===== src/hdl/tcpr_defines.svh =====
// Purpose: constants for the thermal charge profile register block
// Assumes: 8-bit register bus, byte addresses
// Notes: definitions only
`ifndef TCPR_DEFINES_SVH
`define TCPR_DEFINES_SVH

`define TCPR_ADDR_PROFILE 8'h0C
`define TCPR_ADDR_RESET_CTRL 8'h0B
`define TCPR_RESET_CTRL_BIT 7
`define TCPR_PROFILE_RESET 8'h75
`define TCPR_COOL_MSB 7
`define TCPR_COOL_LSB 6
`define TCPR_WARM_MSB 5
`define TCPR_WARM_LSB 4
`define TCPR_CBND_MSB 3
`define TCPR_CBND_LSB 2
`define TCPR_WBND_MSB 1
`define TCPR_WBND_LSB 0
// thresholds in hundredths of a percent of the thermistor ratio
`define TCPR_CBND_00 14'd7075
`define TCPR_CBND_01 14'd6825
`define TCPR_CBND_10 14'd6525
`define TCPR_CBND_11 14'd6225
`define TCPR_WBND_00 14'd4825
`define TCPR_WBND_01 14'd4475
`define TCPR_WBND_10 14'd4075
`define TCPR_WBND_11 14'd3775
// scale in percent of the fast charge current
`define TCPR_PCT_OFF 7'd0
`define TCPR_PCT_20 7'd20
`define TCPR_PCT_50 7'd50
`define TCPR_PCT_FULL 7'd100

`endif


===== src/hdl/tcpr_pkg.sv =====
// Purpose: types for the thermal charge profile register block
// Assumes: nothing
// Notes: constants live in tcpr_defines.svh
package tcpr_pkg;
	typedef enum logic [1:0] {
		TCPR_SCALE_OFF = 2'h0,
		TCPR_SCALE_20 = 2'h1,
		TCPR_SCALE_50 = 2'h2,
		TCPR_SCALE_FULL = 2'h3
	} tcpr_scale_t;
	typedef enum logic [2:0] {
		TCPR_RANGE_NORMAL = 3'h1,
		TCPR_RANGE_COOL = 3'h2,
		TCPR_RANGE_WARM = 3'h4
	} tcpr_range_t;
endpackage


===== src/hdl/tcpr_scale_decode.sv =====
// Purpose: decode one current scale field into a percentage
// Assumes: combinational use
// Notes: shared by cool and warm fields
`timescale 1ns/1ns
`default_nettype none
`include "tcpr_defines.svh"
module tcpr_scale_decode (
	input wire tcpr_pkg::tcpr_scale_t code, // two-bit scale field
	output logic [6:0] pct, // percent of fast charge current
	output logic full // full current selected
);
	import tcpr_pkg::*;
	// -------------------------------------------------
	// decode
	// -------------------------------------------------
	always_comb begin
		full = 1'b0;
		case (code)
			TCPR_SCALE_OFF: pct = `TCPR_PCT_OFF;
			TCPR_SCALE_20: pct = `TCPR_PCT_20;
			TCPR_SCALE_50: pct = `TCPR_PCT_50;
			TCPR_SCALE_FULL: begin
				pct = `TCPR_PCT_FULL;
				full = 1'b1;
			end
			default: pct = `TCPR_PCT_OFF;
		endcase
	end
endmodule // tcpr_scale_decode
`default_nettype wire


===== src/hdl/thermal_charge_profile_regs.sv =====
// Purpose: charge profile register at 0Ch with range selection outputs
// Assumes: serial bus decoder supplies one-cycle byte strobes; inputs synchronous
// Notes: range decided each cycle from the programmed boundaries
// Operation
// - bits 7:6 pick cool range current: off, 20, 50 or 100 percent; default 01
// - bits 5:4 pick warm range current with same encoding; default 11
// - full current in the active range forbids doubling the safety timer
// - bits 3:2 set cool boundary ratio 70.75/68.25/65.25/62.25 percent
// - bits 1:0 set warm boundary ratio 48.25/44.75/40.75/37.75 percent
// - register at 0Ch, all bits read/write, reset value 75h
// - register reset bit restores defaults, resets safety timer, then clears itself
// - watchdog expiry restores defaults and raises watchdog fault status
`timescale 1ns/1ns
`default_nettype none
`include "tcpr_defines.svh"
module thermal_charge_profile_regs (
	input wire logic clk, // 100 MHz clock
	input wire logic rst, // synchronous reset, active high
	input wire logic ce, // clock enable, freezes state when low
	input wire logic [7:0] reg_addr, // register address from bus decoder
	input wire logic [7:0] reg_wdata, // write data byte
	input wire logic reg_wr, // write strobe, one cycle
	input wire logic reg_rd, // read strobe, one cycle
	output logic [7:0] reg_rdata, // read data byte, registered
	output logic reg_hit, // address is served by this block
	input wire logic wdog_expired, // watchdog expiry pulse
	input wire logic wdog_service, // host serviced watchdog, clears watchdog fault status
	input wire logic [13:0] ts_ratio, // thermistor ratio, hundredths of percent
	output logic [6:0] cool_range_current_scale, // percent applied in cool range
	output logic [6:0] warm_range_current_scale, // percent applied in warm range
	output logic [6:0] active_current_scale, // percent for present range
	output tcpr_pkg::tcpr_range_t temp_range, // present range, registered
	output logic timer_double_ok, // safety timer may run at double length
	output logic safety_timer_reset, // one-cycle safety timer reset pulse
	output logic wdog_fault // watchdog fault status, sticky
);
	import tcpr_pkg::*;

	// -------------------------------------------------
	// register state
	// -------------------------------------------------
	logic [7:0] profile_ff, nxt_profile;
	logic rst_req_ff, nxt_rst_req;
	logic wdog_fault_ff, nxt_wdog_fault;
	logic tmr_rst_ff, nxt_tmr_rst;
	logic [7:0] rdata_ff, nxt_rdata;
	logic hit_prof, hit_ctrl;

	assign hit_prof = (reg_addr == `TCPR_ADDR_PROFILE);
	assign hit_ctrl = (reg_addr == `TCPR_ADDR_RESET_CTRL);
	assign reg_hit = hit_prof | hit_ctrl;

	// next values: defaults win over a same-cycle write, fault set wins over clear
	always_comb begin
		nxt_profile = profile_ff;
		nxt_rst_req = 1'b0; // self clear after one cycle
		nxt_tmr_rst = 1'b0;
		nxt_wdog_fault = wdog_fault_ff;
		nxt_rdata = rdata_ff;
		if (reg_wr && hit_prof) begin
			nxt_profile = reg_wdata;
		end
		if (reg_wr && hit_ctrl && reg_wdata[`TCPR_RESET_CTRL_BIT]) begin
			nxt_rst_req = 1'b1;
		end
		if (rst_req_ff) begin
			nxt_profile = `TCPR_PROFILE_RESET;
			nxt_tmr_rst = 1'b1;
		end
		if (wdog_service) begin
			nxt_wdog_fault = 1'b0;
		end
		if (wdog_expired) begin
			nxt_profile = `TCPR_PROFILE_RESET;
			nxt_wdog_fault = 1'b1;
		end
		if (reg_rd) begin
			if (hit_prof) begin
				nxt_rdata = profile_ff;
			end else if (hit_ctrl) begin
				nxt_rdata = {rst_req_ff, 7'h00};
			end else begin
				nxt_rdata = 8'h00;
			end
		end
	end

	// registers only
	always_ff @(posedge clk) begin
		if (rst) begin
			profile_ff <= `TCPR_PROFILE_RESET;
			rst_req_ff <= 1'b0;
			tmr_rst_ff <= 1'b0;
			wdog_fault_ff <= 1'b0;
			rdata_ff <= 8'h00;
		end else if (ce) begin
			profile_ff <= nxt_profile;
			rst_req_ff <= nxt_rst_req;
			tmr_rst_ff <= nxt_tmr_rst;
			wdog_fault_ff <= nxt_wdog_fault;
			rdata_ff <= nxt_rdata;
		end
	end

	assign reg_rdata = rdata_ff;
	assign wdog_fault = wdog_fault_ff;
	assign safety_timer_reset = tmr_rst_ff;

	// -------------------------------------------------
	// field decode
	// -------------------------------------------------
	logic cool_full, warm_full;
	logic [13:0] cool_bnd, warm_bnd;

	tcpr_scale_decode u_cool (
		.code(tcpr_scale_t'(profile_ff[`TCPR_COOL_MSB:`TCPR_COOL_LSB])),
		.pct(cool_range_current_scale),
		.full(cool_full)
	);
	tcpr_scale_decode u_warm (
		.code(tcpr_scale_t'(profile_ff[`TCPR_WARM_MSB:`TCPR_WARM_LSB])),
		.pct(warm_range_current_scale),
		.full(warm_full)
	);

	// boundary tables
	always_comb begin
		case (profile_ff[`TCPR_CBND_MSB:`TCPR_CBND_LSB])
			2'h0: cool_bnd = `TCPR_CBND_00;
			2'h1: cool_bnd = `TCPR_CBND_01;
			2'h2: cool_bnd = `TCPR_CBND_10;
			2'h3: cool_bnd = `TCPR_CBND_11;
			default: cool_bnd = `TCPR_CBND_01;
		endcase
		case (profile_ff[`TCPR_WBND_MSB:`TCPR_WBND_LSB])
			2'h0: warm_bnd = `TCPR_WBND_00;
			2'h1: warm_bnd = `TCPR_WBND_01;
			2'h2: warm_bnd = `TCPR_WBND_10;
			2'h3: warm_bnd = `TCPR_WBND_11;
			default: warm_bnd = `TCPR_WBND_01;
		endcase
	end

	// -------------------------------------------------
	// range selection
	// -------------------------------------------------
	// ntc ratio falls as temperature rises, so a high ratio means cool
	tcpr_range_t range_ff, nxt_range;

	always_comb begin
		if (ts_ratio >= cool_bnd) begin
			nxt_range = TCPR_RANGE_COOL;
		end else if (ts_ratio <= warm_bnd) begin
			nxt_range = TCPR_RANGE_WARM;
		end else begin
			nxt_range = TCPR_RANGE_NORMAL;
		end
	end

	always_ff @(posedge clk) begin
		if (rst) begin
			range_ff <= TCPR_RANGE_NORMAL;
		end else if (ce) begin
			range_ff <= nxt_range;
		end
	end

	assign temp_range = range_ff;

	// scale and timer doubling follow the registered range
	always_comb begin
		case (range_ff)
			TCPR_RANGE_COOL: begin
				active_current_scale = cool_range_current_scale;
				timer_double_ok = ~cool_full;
			end
			TCPR_RANGE_WARM: begin
				active_current_scale = warm_range_current_scale;
				timer_double_ok = ~warm_full;
			end
			TCPR_RANGE_NORMAL: begin
				active_current_scale = `TCPR_PCT_FULL;
				timer_double_ok = 1'b0;
			end
			default: begin
				active_current_scale = `TCPR_PCT_FULL;
				timer_double_ok = 1'b0;
			end
		endcase
	end
endmodule // thermal_charge_profile_regs
`default_nettype wire


===== config.mk =====
export PLATFORM = sky130hd
export DESIGN_NAME = thermal_charge_profile_regs
export DESIGN_NICKNAME = d
export VERILOG_FILES = /design/src/hdl/tcpr_pkg.sv /design/src/hdl/tcpr_scale_decode.sv /design/src/hdl/thermal_charge_profile_regs.sv
export VERILOG_INCLUDE_DIRS = /design/src /design/src/hdl
export SDC_FILE = /design/constraint.sdc
export NUM_CORES = 1
export LEC_CHECK = 0
export BUFFER_PORTS_ARGS = -buffer_cell sky130_fd_sc_hd__buf_4
export CORE_UTILIZATION = 43
export DETAILED_ROUTE_END_ITERATION = 8
export PLACE_DENSITY_LB_ADDON = 0.1
export RECOVER_POWER = 100
export SYNTH_ARGS = -nofsm -noshare
export SYNTH_HDL_FRONTEND = slang
export SYNTH_SLANG_ARGS = --single-unit

===== constraint.sdc =====
create_clock -name clk -period 2.15 [get_ports clk]
set_clock_uncertainty 0.15 [all_clocks]
set_input_delay 0.215 -clock clk [delete_from_list [all_inputs] [get_ports clk]]
set_output_delay 0.215 -clock clk [all_outputs]
set_load 0.01 [all_outputs]

---- Yosys cells after proc, flatten, opt, wreduce, memory -nomap -nowiden ----
Cells that the tools add are included.
storage, ports and cells
  bits in registers ....................... 22
  latch bits .............................. 0
  bits in writable memories ............... 0
  ROM bits ................................ 0
  bits of input ports ..................... 37
  output and inout port bits .............. 36
  memories ................................ 0
operators by class
  add/sub/neg operators ................... 0
  multiply operators ...................... 0
  divide/modulo/power cells ............... 0
  $lt $le $gt $ge ......................... 2
  equality and inequality tests ........... 16
  shift-type cells ........................ 0
  mux-type cells .......................... 19
  bitwise operators ....................... 3
  reductions and logical operators ........ 12
operators with widths
  cell                                                                   number
  14-bit one-hot mux with 4 select lines                                 2
  7-bit one-hot mux with 4 select lines                                  2
  8-bit two-way mux                                                      5
  2-bit equality test, second input constant                             8
  8-bit by 4-bit equality test with 1-bit output, second input constant  2
  14-bit greater-or-equal comparator                                     1
  14-bit <= comparator                                                   1
  7-bit one-hot mux with 2 select lines                                  1
  2-bit by 1-bit equality test with 1-bit output, second input constant  4
  2-bit logical NOT                                                      4
  1-bit two-way mux                                                      6
  3-bit two-way mux                                                      2
  2-bit AND reduction                                                    3
  3-bit by 2-bit equality test with 1-bit output, second input constant  1
  3-bit equality test, second input constant                             1
  1-bit logical AND                                                      3
  3-bit nonzero test                                                     1
  1-bit NOT                                                              2
  1-bit one-hot mux with 2 select lines                                  1
  2-bit nonzero test                                                     1
  1-bit bitwise OR                                                       1

---- Logic depth before layout (Yosys ltp) ----
Gate-level depths: netlist of run 1.
  word-level depth ........................ 5
  mapped depth ............................ 10
  mapped depth without buffers ............ 10

---- Modules after synthesis ----
Synthesis of run 1 repeated with hierarchy kept, for this count alone.
second synthesis, totals
  cell total of the unflattened synthesis .. 213
  area, all modules ....................... 1769.2 µm²
by module, submodules not included
  module                       times used  cells an instance  area each (µm²)
  thermal_charge_profile_regs  1           189                1569.0
  tcpr_scale_decode            2           12                 100.1

---- Worst setup path before layout of run 1 ----
Ideal clock, no wire load.
  kind .................................... register to register
  start ................................... register profile_ff[1]
  end ..................................... register range_ff[2], in the netlist temp_range[2]
  setup time .............................. 0.070 ns
  data arrival time ....................... 1.971 ns
  setup slack ............................. -0.041 ns
  cell stages (with the launch flop) ...... 10
  clock period less this slack ............ 2.191 ns
  cell sequence ........................... dfxtp_1 -> inv_1 -> ha_1 -> inv_1 -> ha_1 -> nand4_1 -> nor3_1 -> a2111o_1 -> a31o_1 -> a21oi_1
on the way
  longest elaborated chain between the ends .. 5
  elaborated cells between the ends (all ways) .. 8
  classes of those cells .................. order compare: 1; eq/ne: 3; mux: 3; reduce/logical: 1
RTL lines
  element                                      RTL line                            source
  start: declaration                           thermal_charge_profile_regs.sv:42   logic [7:0] profile_ff, nxt_profile;
  start signal: assignment                     thermal_charge_profile_regs.sv:91   profile_ff <= `TCPR_PROFILE_RESET;
  start signal: assignment                     thermal_charge_profile_regs.sv:97   profile_ff <= nxt_profile;
  2-bit equality test (tied with other cells)  thermal_charge_profile_regs.sv:135  case (profile_ff[`TCPR_WBND_MSB:`TCPR_WBND_LSB])
  14-bit one-hot mux with 4 select lines *     thermal_charge_profile_regs.sv:135
  14-bit <= comparator *                       thermal_charge_profile_regs.sv:153  end else if (ts_ratio <= warm_bnd) begin
  3-bit two-way mux *                          thermal_charge_profile_regs.sv:153
  3-bit two-way mux *                          thermal_charge_profile_regs.sv:151  if (ts_ratio >= cool_bnd) begin
  end signal: assignment                       thermal_charge_profile_regs.sv:164  range_ff <= nxt_range;
  end: declaration                             thermal_charge_profile_regs.sv:148  tcpr_range_t range_ff, nxt_range;
Every way passes the cells marked *; elsewhere a longest branch is shown, timed or not. The select of a mux whose other input is x is not followed.
A chain may end at the register's enable or synchronous reset.

---- Worst setup path in the final report of run 1 ----
Same ends and word-level chain as after synthesis.

==> run_results.csv, run 1 <==
group,metric,value,unit
outcome,run_status,"finished, final reports clean",
worst_setup_path,timing.critical_path.arrival,2.15,ns
clocking,numCtsBuffers,3,
clocking,root_buffer,"clkbuf_8",
grt,grt_antenna_before_repair,0,
synth,postSynthRegisterBits,22,
final_layout,area_growth_syn_to_layout,38.6,%
floorplan,effective_utilization_at_floorplan,45.5,%
hold_path,holdCritPathClass,"primary input to register",
final_layout,finalNonFillerCells,330,
synth,ys.flop_type,"dfxtp_1",
pwr,vdd_drop_max,0.236,mV
final_layout,layout-drive-gt1-share,27.0,%
timing,number_of_slew_limit_violations_in_the_final_report,0,
synth,yosys_warnings,0,
final_layout,most_common_cell_after_layout_fill_and_taps_aside,"buf_4",
place,finalWeightedCongestion,0.802,
worst_setup_path,worstSetupEndpointType,"register",
clocking,cts.clk_slew.worst_paths,0.09,ns
worst_setup_path,critical_path_peak_fanout,6,
worst_setup_path,critical-path-slowest-cell,"a2111o_1",
synth,synth-edff-count,0,
synth,synth-async-reset-ratio,0,%
job,max_capacitance_violation_total,0,
clocking,h_tree_levels,1,
route,detail-route-antenna-nets,0,
synth,synth_cell_types,38,
place,place.detailed.hpwl,3.51,mm
pwr,areal_power_density_over_the_cells,420,nW/um^2
grt,grt_max_degree,17,
synth,mappedNetlistArea,1700,sq um
grt,grtUsageTotal,22.0,%
worst_setup_path,cp_cell_sequence,"buf_4 > ha_2 > ha_1 > nand4_1 > nor3_2 > a2111o_1 > a31o_1 > a21oi_2",
pwr,share_seq_of_total_power,42.3,%
floorplan,number_of_rows_in_the_core_area,22,
timing,min_period_over_period,96.8,%
clocking,clock_sink_count,22,
grt,via_count_of_the_first_global_routing_pass,1666,
floorplan,design.portCount,73,
worst_setup_path,path_buf_inv,1,
synth,mapped_avg_cell_area,8.19,sq um
route,wire_per_inst,13.6,um
pwr,combPwrFrac,17.7,%
clocking,cts_tree,"built",
final_layout,design.final.nets,357,
route,detail_route.drc_violations,0,
place,place_worst_setup_slack,-0.0392,ns
pwr,p_leak,1.04,nW
final_layout,antenna_cells,0,
worst_setup_path,timing.critical_path.from_type,"register",
floorplan,area_enclosed_by_the_die_boundary,4220,sq um
synth,synthesized_instance_count,208,
final_layout,layout.cells.most_common_list,"buf_4 (43), clkbuf_1 (31), ha_1 (28), a21oi_1 (20)",
route,via_per_inst,5.23,
route,drt_pre_antenna_iters,4,
pwr,cell_internal_pwr,0.750,mW
timing,final.setup.worst_slack,0.0681,ns
clocking,cts.path.max_buffers,2,
pwr,report.power.total,0.992,mW
worst_setup_path,critical-path-max-stage-delay,0.40,ns
route,detail_route.iter0.violations,74,
timing,max_clock_freq,480,MHz
pwr,clock_power_share,40.1,%
pwr,power.share.switching,24.4,%
worst_setup_path,cp_data_required_time,2.21,ns
grt,global_route.overflow_total,0,
pwr,switchingPower,0.243,mW
place,place.detailed.instances,325,
timing,setup_viol,0,
clocking,clock_latency,0.27,ns
route,vias,1725,
floorplan,die_height,65.0,um
place,portBuffers,66,
timing,rsz0062_at_grt,"yes",
worst_setup_path,crit_type,"register to register",
floorplan,die-width,65.0,um
grt,grt_first_pass_wirelength,7.22,mm
timing,finalHoldViolations,0,
worst_setup_path,critical_path.top_delay_family,"compound AO/OA/AOI/OAI gates",
synth,sequential_area_share_after_synthesis,25.8,%
route,route.final.wire_length,4.48,mm
floorplan,fp.coreArea,3740,sq um
timing,period_needed,2.08,ns
final_layout,postLayoutCoreUtil,63.1,%
[cells by family after synthesis]
logic type,synth area share [%]
multiplexers,0.587
flip-flops,25.8
AO/OA/AOI/OAI,19.2
buffers and inverters,7.12
other,0.220
AND/OR/NAND/NOR,19.9
adder cells (fa/ha/maj),27.2
[power by group through the flow]
stage          combinational (mW)  clock (mW)  sequential (mW)
3_3_place_gp                0.169           0            0.429
2_1_floorplan              0.0854           0            0.431
3_5_place_dp                0.171           0            0.429
6_report                    0.175       0.397            0.419
4_1_cts                     0.175       0.401            0.420
5_1_grt                     0.196       0.420            0.421
[layer usage]
layer | routed length (um) | global-route usage [%]
met3 | 275 | 2.99
met5 | 0 | 0
met4 | 63 | 8.89
met2 | 2070 | 37.9
met1 | 2070 | 27.3
[worst paths after layout]
check                     start       endpoint  slack, ns  cells past startpoint
setup / recovery  profile_ff[1]  temp_range[2]       0.07                      8
hold / removal     reg_wdata[1]  profile_ff[1]       0.02                      2
setup reg to reg  profile_ff[1]  temp_range[2]       0.07                      8
hold reg to reg    reg_rdata[3]   reg_rdata[3]       0.31                      2
[metrics by stage]
step | TNS, ns | instance area, sq um | hold WS (ns)
finish | 0 | 2360 | 0.0178
global route | -0.0339 | 2360 | 0.0227
CTS | 0 | 2390 | 0.0137
detailed placement | -0.0392 | 2290 | 0.295
global placement | -0.0149 | 2290 | 0.289
floorplan | 0 | 1730 | 0.191
[state kept, by name, indices dropped and copies added (netlist names)]
| name | flops |
|---|---|
| profile_ff | 8 |
| reg_rdata | 8 |
| temp_range | 3 |
| rst_req_ff | 1 |
| safety_timer_reset | 1 |
| wdog_fault | 1 |
[area by class of cell]
class / instances / area, sq um
clock inverters: 1 / 30.0
fillers: 370 / 1380
multi-input cells: 165 / 1270
inverters: 15 / 58.8
flip-flops and latches: 22 / 445
well taps: 48 / 60.1
clock buffers: 3 / 41.3
repair buffers: 76 / 458
[Yosys cell counts, types with 2 or more instances]
cell type / instances / area [sq um]
a22o_1: 3 / 26.3
nor3_1: 3 / 15.0
o22ai_1: 3 / 18.8
nor4_1: 2 / 12.5
clkbuf_1: 4 / 15.0
nand2_1: 19 / 71.3
nand3_1: 9 / 45.0
nand4_1: 4 / 25.0
nand2b_1: 4 / 25.0
a21oi_1: 22 / 110
or2_2: 3 / 18.8
a2111o_1: 2 / 22.5
nor2b_1: 3 / 18.8
and2_1: 3 / 18.8
a31oi_1: 2 / 12.5
inv_1: 15 / 56.3
nor2_1: 19 / 71.3
o21ai_0: 3 / 15.0
buf_4: 6 / 45.0
ha_1: 37 / 463
dfxtp_1: 22 / 440
a22oi_1: 3 / 22.5
a21o_1: 2 / 15.0
[what timing repair did]
| action | CTS | global route |
|---|---|---|
| setup buffers | 0 | 1 |
| hold buffers | 0 | 0 |
| pin swaps | 1 | 14 |
| endpoints found under the setup margin | 1 | 3 |
| gates resized for setup | 4 | 20 |
(Power assumes the default switching activity.)
==> run 2: changes to the inputs <==
--- a/config.mk
+++ b/config.mk
@@ -9,7 +9,7 @@
 export BUFFER_PORTS_ARGS = -buffer_cell sky130_fd_sc_hd__buf_4
 export CORE_UTILIZATION = 43
 export DETAILED_ROUTE_END_ITERATION = 8
-export PLACE_DENSITY_LB_ADDON = 0.1
+export PLACE_DENSITY = 0.88
 export RECOVER_POWER = 100
 export SYNTH_ARGS = -nofsm -noshare
 export SYNTH_HDL_FRONTEND = slang
==> run_results.csv, run 2 (synthesis gave the netlist of run 1 again) <==
group,metric,value,unit
outcome,run_status,"finished, final reports clean",
grt,grt_max_degree,17,
route,detail_route.drc_violations,0,
timing,max_clock_freq,473,MHz
place,portBuffers,66,
pwr,report.power.total,0.992,mW
clocking,ctsHoldBuffers,0,
clocking,cts.path.max_buffers,2,
final_layout,most_common_cell_after_layout_fill_and_taps_aside,"buf_4",
pwr,vdd_drop_max,0.419,mV
hold_path,holdCritPathClass,"primary input to register",
place,place_worst_setup_slack,-0.0889,ns
timing,rsz0062_at_grt,"yes",
grt,grt_antenna_before_repair,0,
pwr,cell_internal_pwr,0.754,mW
pwr,p_leak,1.10,nW
timing,period_needed,2.12,ns
floorplan,fp.coreArea,3740,sq um
clocking,h_tree_levels,1,
timing,final.setup.worst_slack,0.0341,ns
place,place.detailed.hpwl,3.67,mm
worst_setup_path,crit_type,"register to register",
final_layout,antenna_cells,0,
pwr,power.share.switching,23.9,%
pwr,switchingPower,0.237,mW
final_layout,area_growth_syn_to_layout,42.7,%
grt,via_count_of_the_first_global_routing_pass,1721,
final_layout,layout.cells.most_common_list,"buf_4 (58), ha_1 (31), a21oi_1 (21), nor2_1 (18), nand2_1 (17)",
clocking,clock_sink_count,22,
pwr,clock_power_share,39.1,%
worst_setup_path,critical_path_peak_fanout,4,
pwr,share_seq_of_total_power,42.4,%
floorplan,number_of_rows_in_the_core_area,22,
grt,grtUsageTotal,22.9,%
final_layout,layout-drive-gt1-share,34.2,%
floorplan,die_height,65.0,um
pwr,combPwrFrac,18.5,%
worst_setup_path,worstSetupEndpointType,"register",
grt,grt_first_pass_wirelength,7.52,mm
route,detail_route.iter0.violations,37,
clocking,cts.clk_slew.worst_paths,0.08,ns
clocking,root_buffer,"clkbuf_8",
route,route.final.wire_length,4.76,mm
route,vias,1793,
place,finalWeightedCongestion,0.812,
clocking,cts_tree,"built",
floorplan,area_enclosed_by_the_die_boundary,4220,sq um
floorplan,die-width,65.0,um
worst_setup_path,timing.critical_path.arrival,2.17,ns
worst_setup_path,cp_data_required_time,2.20,ns
clocking,clock_latency,0.26,ns
grt,global_route.overflow_total,0,
timing,setup_viol,0,
job,max_capacitance_violation_total,0,
route,via_per_inst,5.45,
timing,number_of_slew_limit_violations_in_the_final_report,0,
floorplan,design.portCount,73,
worst_setup_path,timing.critical_path.from_type,"register",
clocking,numCtsBuffers,3,
route,wire_per_inst,14.5,um
timing,min_period_over_period,98.4,%
floorplan,effective_utilization_at_floorplan,45.5,%
route,detail-route-antenna-nets,0,
route,drt_pre_antenna_iters,4,
final_layout,design.final.nets,356,
timing,finalHoldViolations,0,
pwr,areal_power_density_over_the_cells,408,nW/um^2
final_layout,num-fill-cells,335,
## run 2: cell type report
type                    instances  area, sq um  area share (%)
clock buffers                   3         41.3            1.70
clock inverters                 1         30.0            1.24
inverters                      15         61.3            2.52
multi-input cells             165         1280            52.7
flip-flops and latches         22          448            18.4
well taps                      48         60.1            2.47
repair buffers                 75          510            21.0
## run 2: metal layers
metal	global-route usage (%)	vias to the layer above	routed length [um]
met4	5.56	0	84
met1	26.7	828	2000
met3	4.58	10	334
met5	0	-	0
met2	41.9	76	2340
li1	-	879	-
## run 2: worst paths after layout
| check | start | endpoint | slack, ns | cells past startpoint |
|---|---|---|---|---|
| min reg2reg | reg_rdata[1] | reg_rdata[1] | 0.31 | 2 |
| max | profile_ff[1] | temp_range[2] | 0.03 | 8 |
| max reg2reg | profile_ff[1] | temp_range[2] | 0.03 | 8 |
| min | reg_wdata[1] | profile_ff[1] | 0.01 | 2 |
## run 2: stage by stage
| stage | hold slack [ns] | TNS (ns) | area [sq um] | std cells | util (%) |
|---|---|---|---|---|---|
| detailed placement | 0.285 | -0.115 | 2280 | 324 | 61.0 |
| global placement | 0.284 | 0 | 2280 | 324 | 61.0 |
| finish | 0.0106 | 0 | 2430 | 329 | 64.9 |
| CTS | 0.0147 | -0.00318 | 2380 | 328 | 63.6 |
| global route | 0.0138 | -0.0952 | 2430 | 329 | 64.9 |
| floorplan | 0.191 | 0 | 1730 | 213 | - |
## run 2: critical path, stage by stage (launching register included)
cell	delay (ns)
dfxtp_2	0.36
inv_4	0.05
ha_1	0.23
ha_1	0.32
a21oi_1	0.16
a21oi_1	0.08
a2111o_1	0.38
a31o_1	0.21
a21oi_2	0.11
## run 2: what timing repair did
item | CTS | global route
gates resized for setup | 5 | 29
endpoints found under the setup margin | 3 | 4
setup buffers | 0 | 1
pin swaps | 5 | 17
## run 2: power by group through the flow
| stage | Combinational [mW] | Sequential [mW] | Clock (mW) |
|---|---|---|---|
| finish | 0.183 | 0.420 | 0.388 |
| CTS | 0.173 | 0.420 | 0.391 |
| global route | 0.202 | 0.422 | 0.414 |
| detailed placement | 0.170 | 0.430 | 0 |
| global placement | 0.166 | 0.430 | 0 |
| floorplan | 0.0854 | 0.431 | 0 |
==> run 3: changes to the inputs <==
--- a/config.mk
+++ b/config.mk
@@ -6,7 +6,7 @@
 export SDC_FILE = /design/constraint.sdc
 export NUM_CORES = 1
 export LEC_CHECK = 0
-export BUFFER_PORTS_ARGS = -buffer_cell sky130_fd_sc_hd__buf_4
+export BUFFER_PORTS_ARGS = -buffer_cell sky130_fd_sc_hd__buf_2
 export CORE_UTILIZATION = 43
 export DETAILED_ROUTE_END_ITERATION = 8
 export PLACE_DENSITY = 0.88
==> run_results.csv, run 3 (synthesis gave the netlist of run 1 again) <==
group,metric,value,unit
worst_setup_path,cp_cell_sequence,"buf_6 > buf_4 > ha_4 > a211oi_2 > o21ai_1 > a311oi_1 > o41ai_2 > buf_4 > and2_1",
worst_setup_path,worstSetupEndpointType,"register",
worst_setup_path,critical-path-slowest-cell,"dfxtp_2",
worst_setup_path,path_depth,9,
worst_setup_path,crit_type,"register to register",
worst_setup_path,rr_worst_depth,9,
pwr,clock_power_share,33.7,%
route,vias,1759,
route,detail_route.iter0.violations,57,
worst_setup_path,cp-endpoint,"temp_range[1]",
pwr,areal_power_density_over_the_cells,380,nW/um^2
pwr,switchingPower,0.238,mW
pwr,report.power.total,0.893,mW
timing,min_period_over_period,98.9,%
floorplan,number_of_rows_in_the_core_area,22,
clocking,cts.path.max_buffers,2,
worst_setup_path,most_numerous_cell_on_the_critical_path,"buf_4",
worst_setup_path,timing.critical_path.arrival,2.14,ns
worst_setup_path,reg2reg_setup_slack,0.02,ns
floorplan,area_enclosed_by_the_die_boundary,4220,sq um
pwr,p_leak,1.02,nW
worst_setup_path,timing.critical_path.from_type,"register",
outcome,run_status,"finished, final reports clean",
hold_path,worstHoldStart,"reg_wdata[3]",
place,place.detailed.instances,324,
worst_setup_path,critical-path-max-stage-delay,0.34,ns
pwr,vdd_drop_max,0.393,mV
timing,setup_viol,0,
route,route.final.wire_length,4.59,mm
route,detail-route-antenna-nets,0,
final_layout,final-seq-area,444,sq um
route,detail_route.drc_violations,0,
timing,rsz0062_at_grt,"yes",
final_layout,num-fill-cells,352,
clocking,cts_tree,"built",
timing,setup_total_neg_slack,0,ns
timing,number_of_slew_limit_violations_in_the_final_report,0,
final_layout,layout.cells.most_common_list,"buf_2 (36), clkbuf_1 (31), ha_1 (25), a21oi_1 (20), dfxtp_1 (19)",
place,place.detailed.hpwl,3.48,mm
clocking,h_tree_levels,1,
floorplan,design.portCount,73,
place,portBuffers,66,
grt,grt_antenna_before_repair,0,
floorplan,fp.coreArea,3740,sq um
clocking,cts.clk_slew.worst_paths,0.08,ns
route,wire_per_inst,13.9,um
grt,grtUsageTotal,21.4,%
floorplan,die-width,65.0,um
final_layout,layout-drive-gt1-share,30.4,%
grt,via_count_of_the_first_global_routing_pass,1604,
final_layout,area_growth_syn_to_layout,38.0,%
clocking,numCtsBuffers,3,
timing,finalHoldViolations,0,
pwr,power.share.switching,26.6,%
worst_setup_path,cp_data_required_time,2.17,ns
floorplan,effective_utilization_at_floorplan,45.5,%
final_layout,design.final.nets,358,
grt,grt_max_degree,17,
worst_setup_path,critical_path.top_delay_family,"compound AO/OA/AOI/OAI gates",
place,finalWeightedCongestion,0.863,
worst_setup_path,critical_path_peak_fanout,5,
final_layout,postLayoutCoreUtil,62.8,%
grt,grt_first_pass_wirelength,7.02,mm
worst_setup_path,setup.worst_path.start,"profile_ff[3]",
timing,max_clock_freq,470,MHz
pwr,share_seq_of_total_power,47.0,%
clocking,clock_sink_count,22,
clocking,root_buffer,"clkbuf_8",
timing,hold_slack,0.0176,ns
worst_setup_path,path_buf_inv,3,
worst_setup_path,reg_to_reg_endpoint,"temp_range[1]",
worst_setup_path,r2r_start,"profile_ff[3]",
grt,global_route.overflow_total,0,
final_layout,antenna_cells,0,
hold_path,timing.hold.worst_path_depth,2,
timing,period_needed,2.13,ns
pwr,cell_internal_pwr,0.655,mW
clocking,clock_latency,0.27,ns
final_layout,area_of_combinational_cells_with_multiple_inputs,1350,sq um
hold_path,holdCritPathClass,"primary input to register",
final_layout,finalNonFillerCells,331,
final_layout,most_common_cell_after_layout_fill_and_taps_aside,"buf_2",
floorplan,die_height,65.0,um
job,max_capacitance_violation_total,0,
route,via_per_inst,5.31,
pwr,combPwrFrac,19.3,%
route,drt_pre_antenna_iters,4,
-- run 3: metal layers --
layer  GRT usage [%]  routed length, um  up-vias
met5               0                  0        -
met4            2.50                 21        0
met3            4.93                320        4
met2            38.2               2160       72
met1            26.5               2090      811
li1                -                  -      872
-- run 3: worst min path at each step --
stage / end / slack (ns)
floorplan: profile_ff[1] / 0.19
global placement: profile_ff[1] / 0.29
detailed placement: profile_ff[1] / 0.28
CTS: profile_ff[1] / 0.002
global route: profile_ff[3] / 0.02
finish: profile_ff[3] / 0.02
-- run 3: cell type report --
type / count / area share, %
clock buffers: 4 / 2.34
inverters: 15 / 2.61
multi-input cells: 165 / 57.6
flip-flops and latches: 22 / 18.9
well taps: 48 / 2.55
repair buffers: 77 / 16.1
-- run 3: through the flow --
step | area (sq um) | setup slack (ns)
2_1_floorplan | 1730 | 0.0165
3_3_place_gp | 2120 | -0.00126
3_5_place_dp | 2120 | -0.0693
4_1_cts | 2220 | 0.000290
5_1_grt | 2350 | -0.0935
6_report | 2350 | 0.0231
-- run 3: what timing repair did --
action,4_1_cts,5_1_grt
gates cloned,0,0
pin swaps,5,11
setup endpoints to repair,3,3
gates resized for setup,5,34
hold endpoints to repair,0,1
hold buffers,0,1
setup buffers,1,1
-- run 3: worst reg2reg max path, cell delays in order, from the launching register on --
cell and delay [ns]:
dfxtp_2 0.34, buf_6 0.13, buf_4 0.16, ha_4 0.22, a211oi_2 0.21, o21ai_1 0.09
a311oi_1 0.32, o41ai_2 0.13, buf_4 0.16, and2_1 0.12
-- run 3: power groups by stage --
stage          Combinational (mW)  Clock (mW)  Sequential, mW
6_report                    0.172       0.301           0.420
5_1_grt                     0.192       0.319           0.421
4_1_cts                     0.153       0.303           0.419
3_5_place_dp                0.146           0           0.429
3_3_place_gp                0.143           0           0.429
2_1_floorplan              0.0854           0           0.431
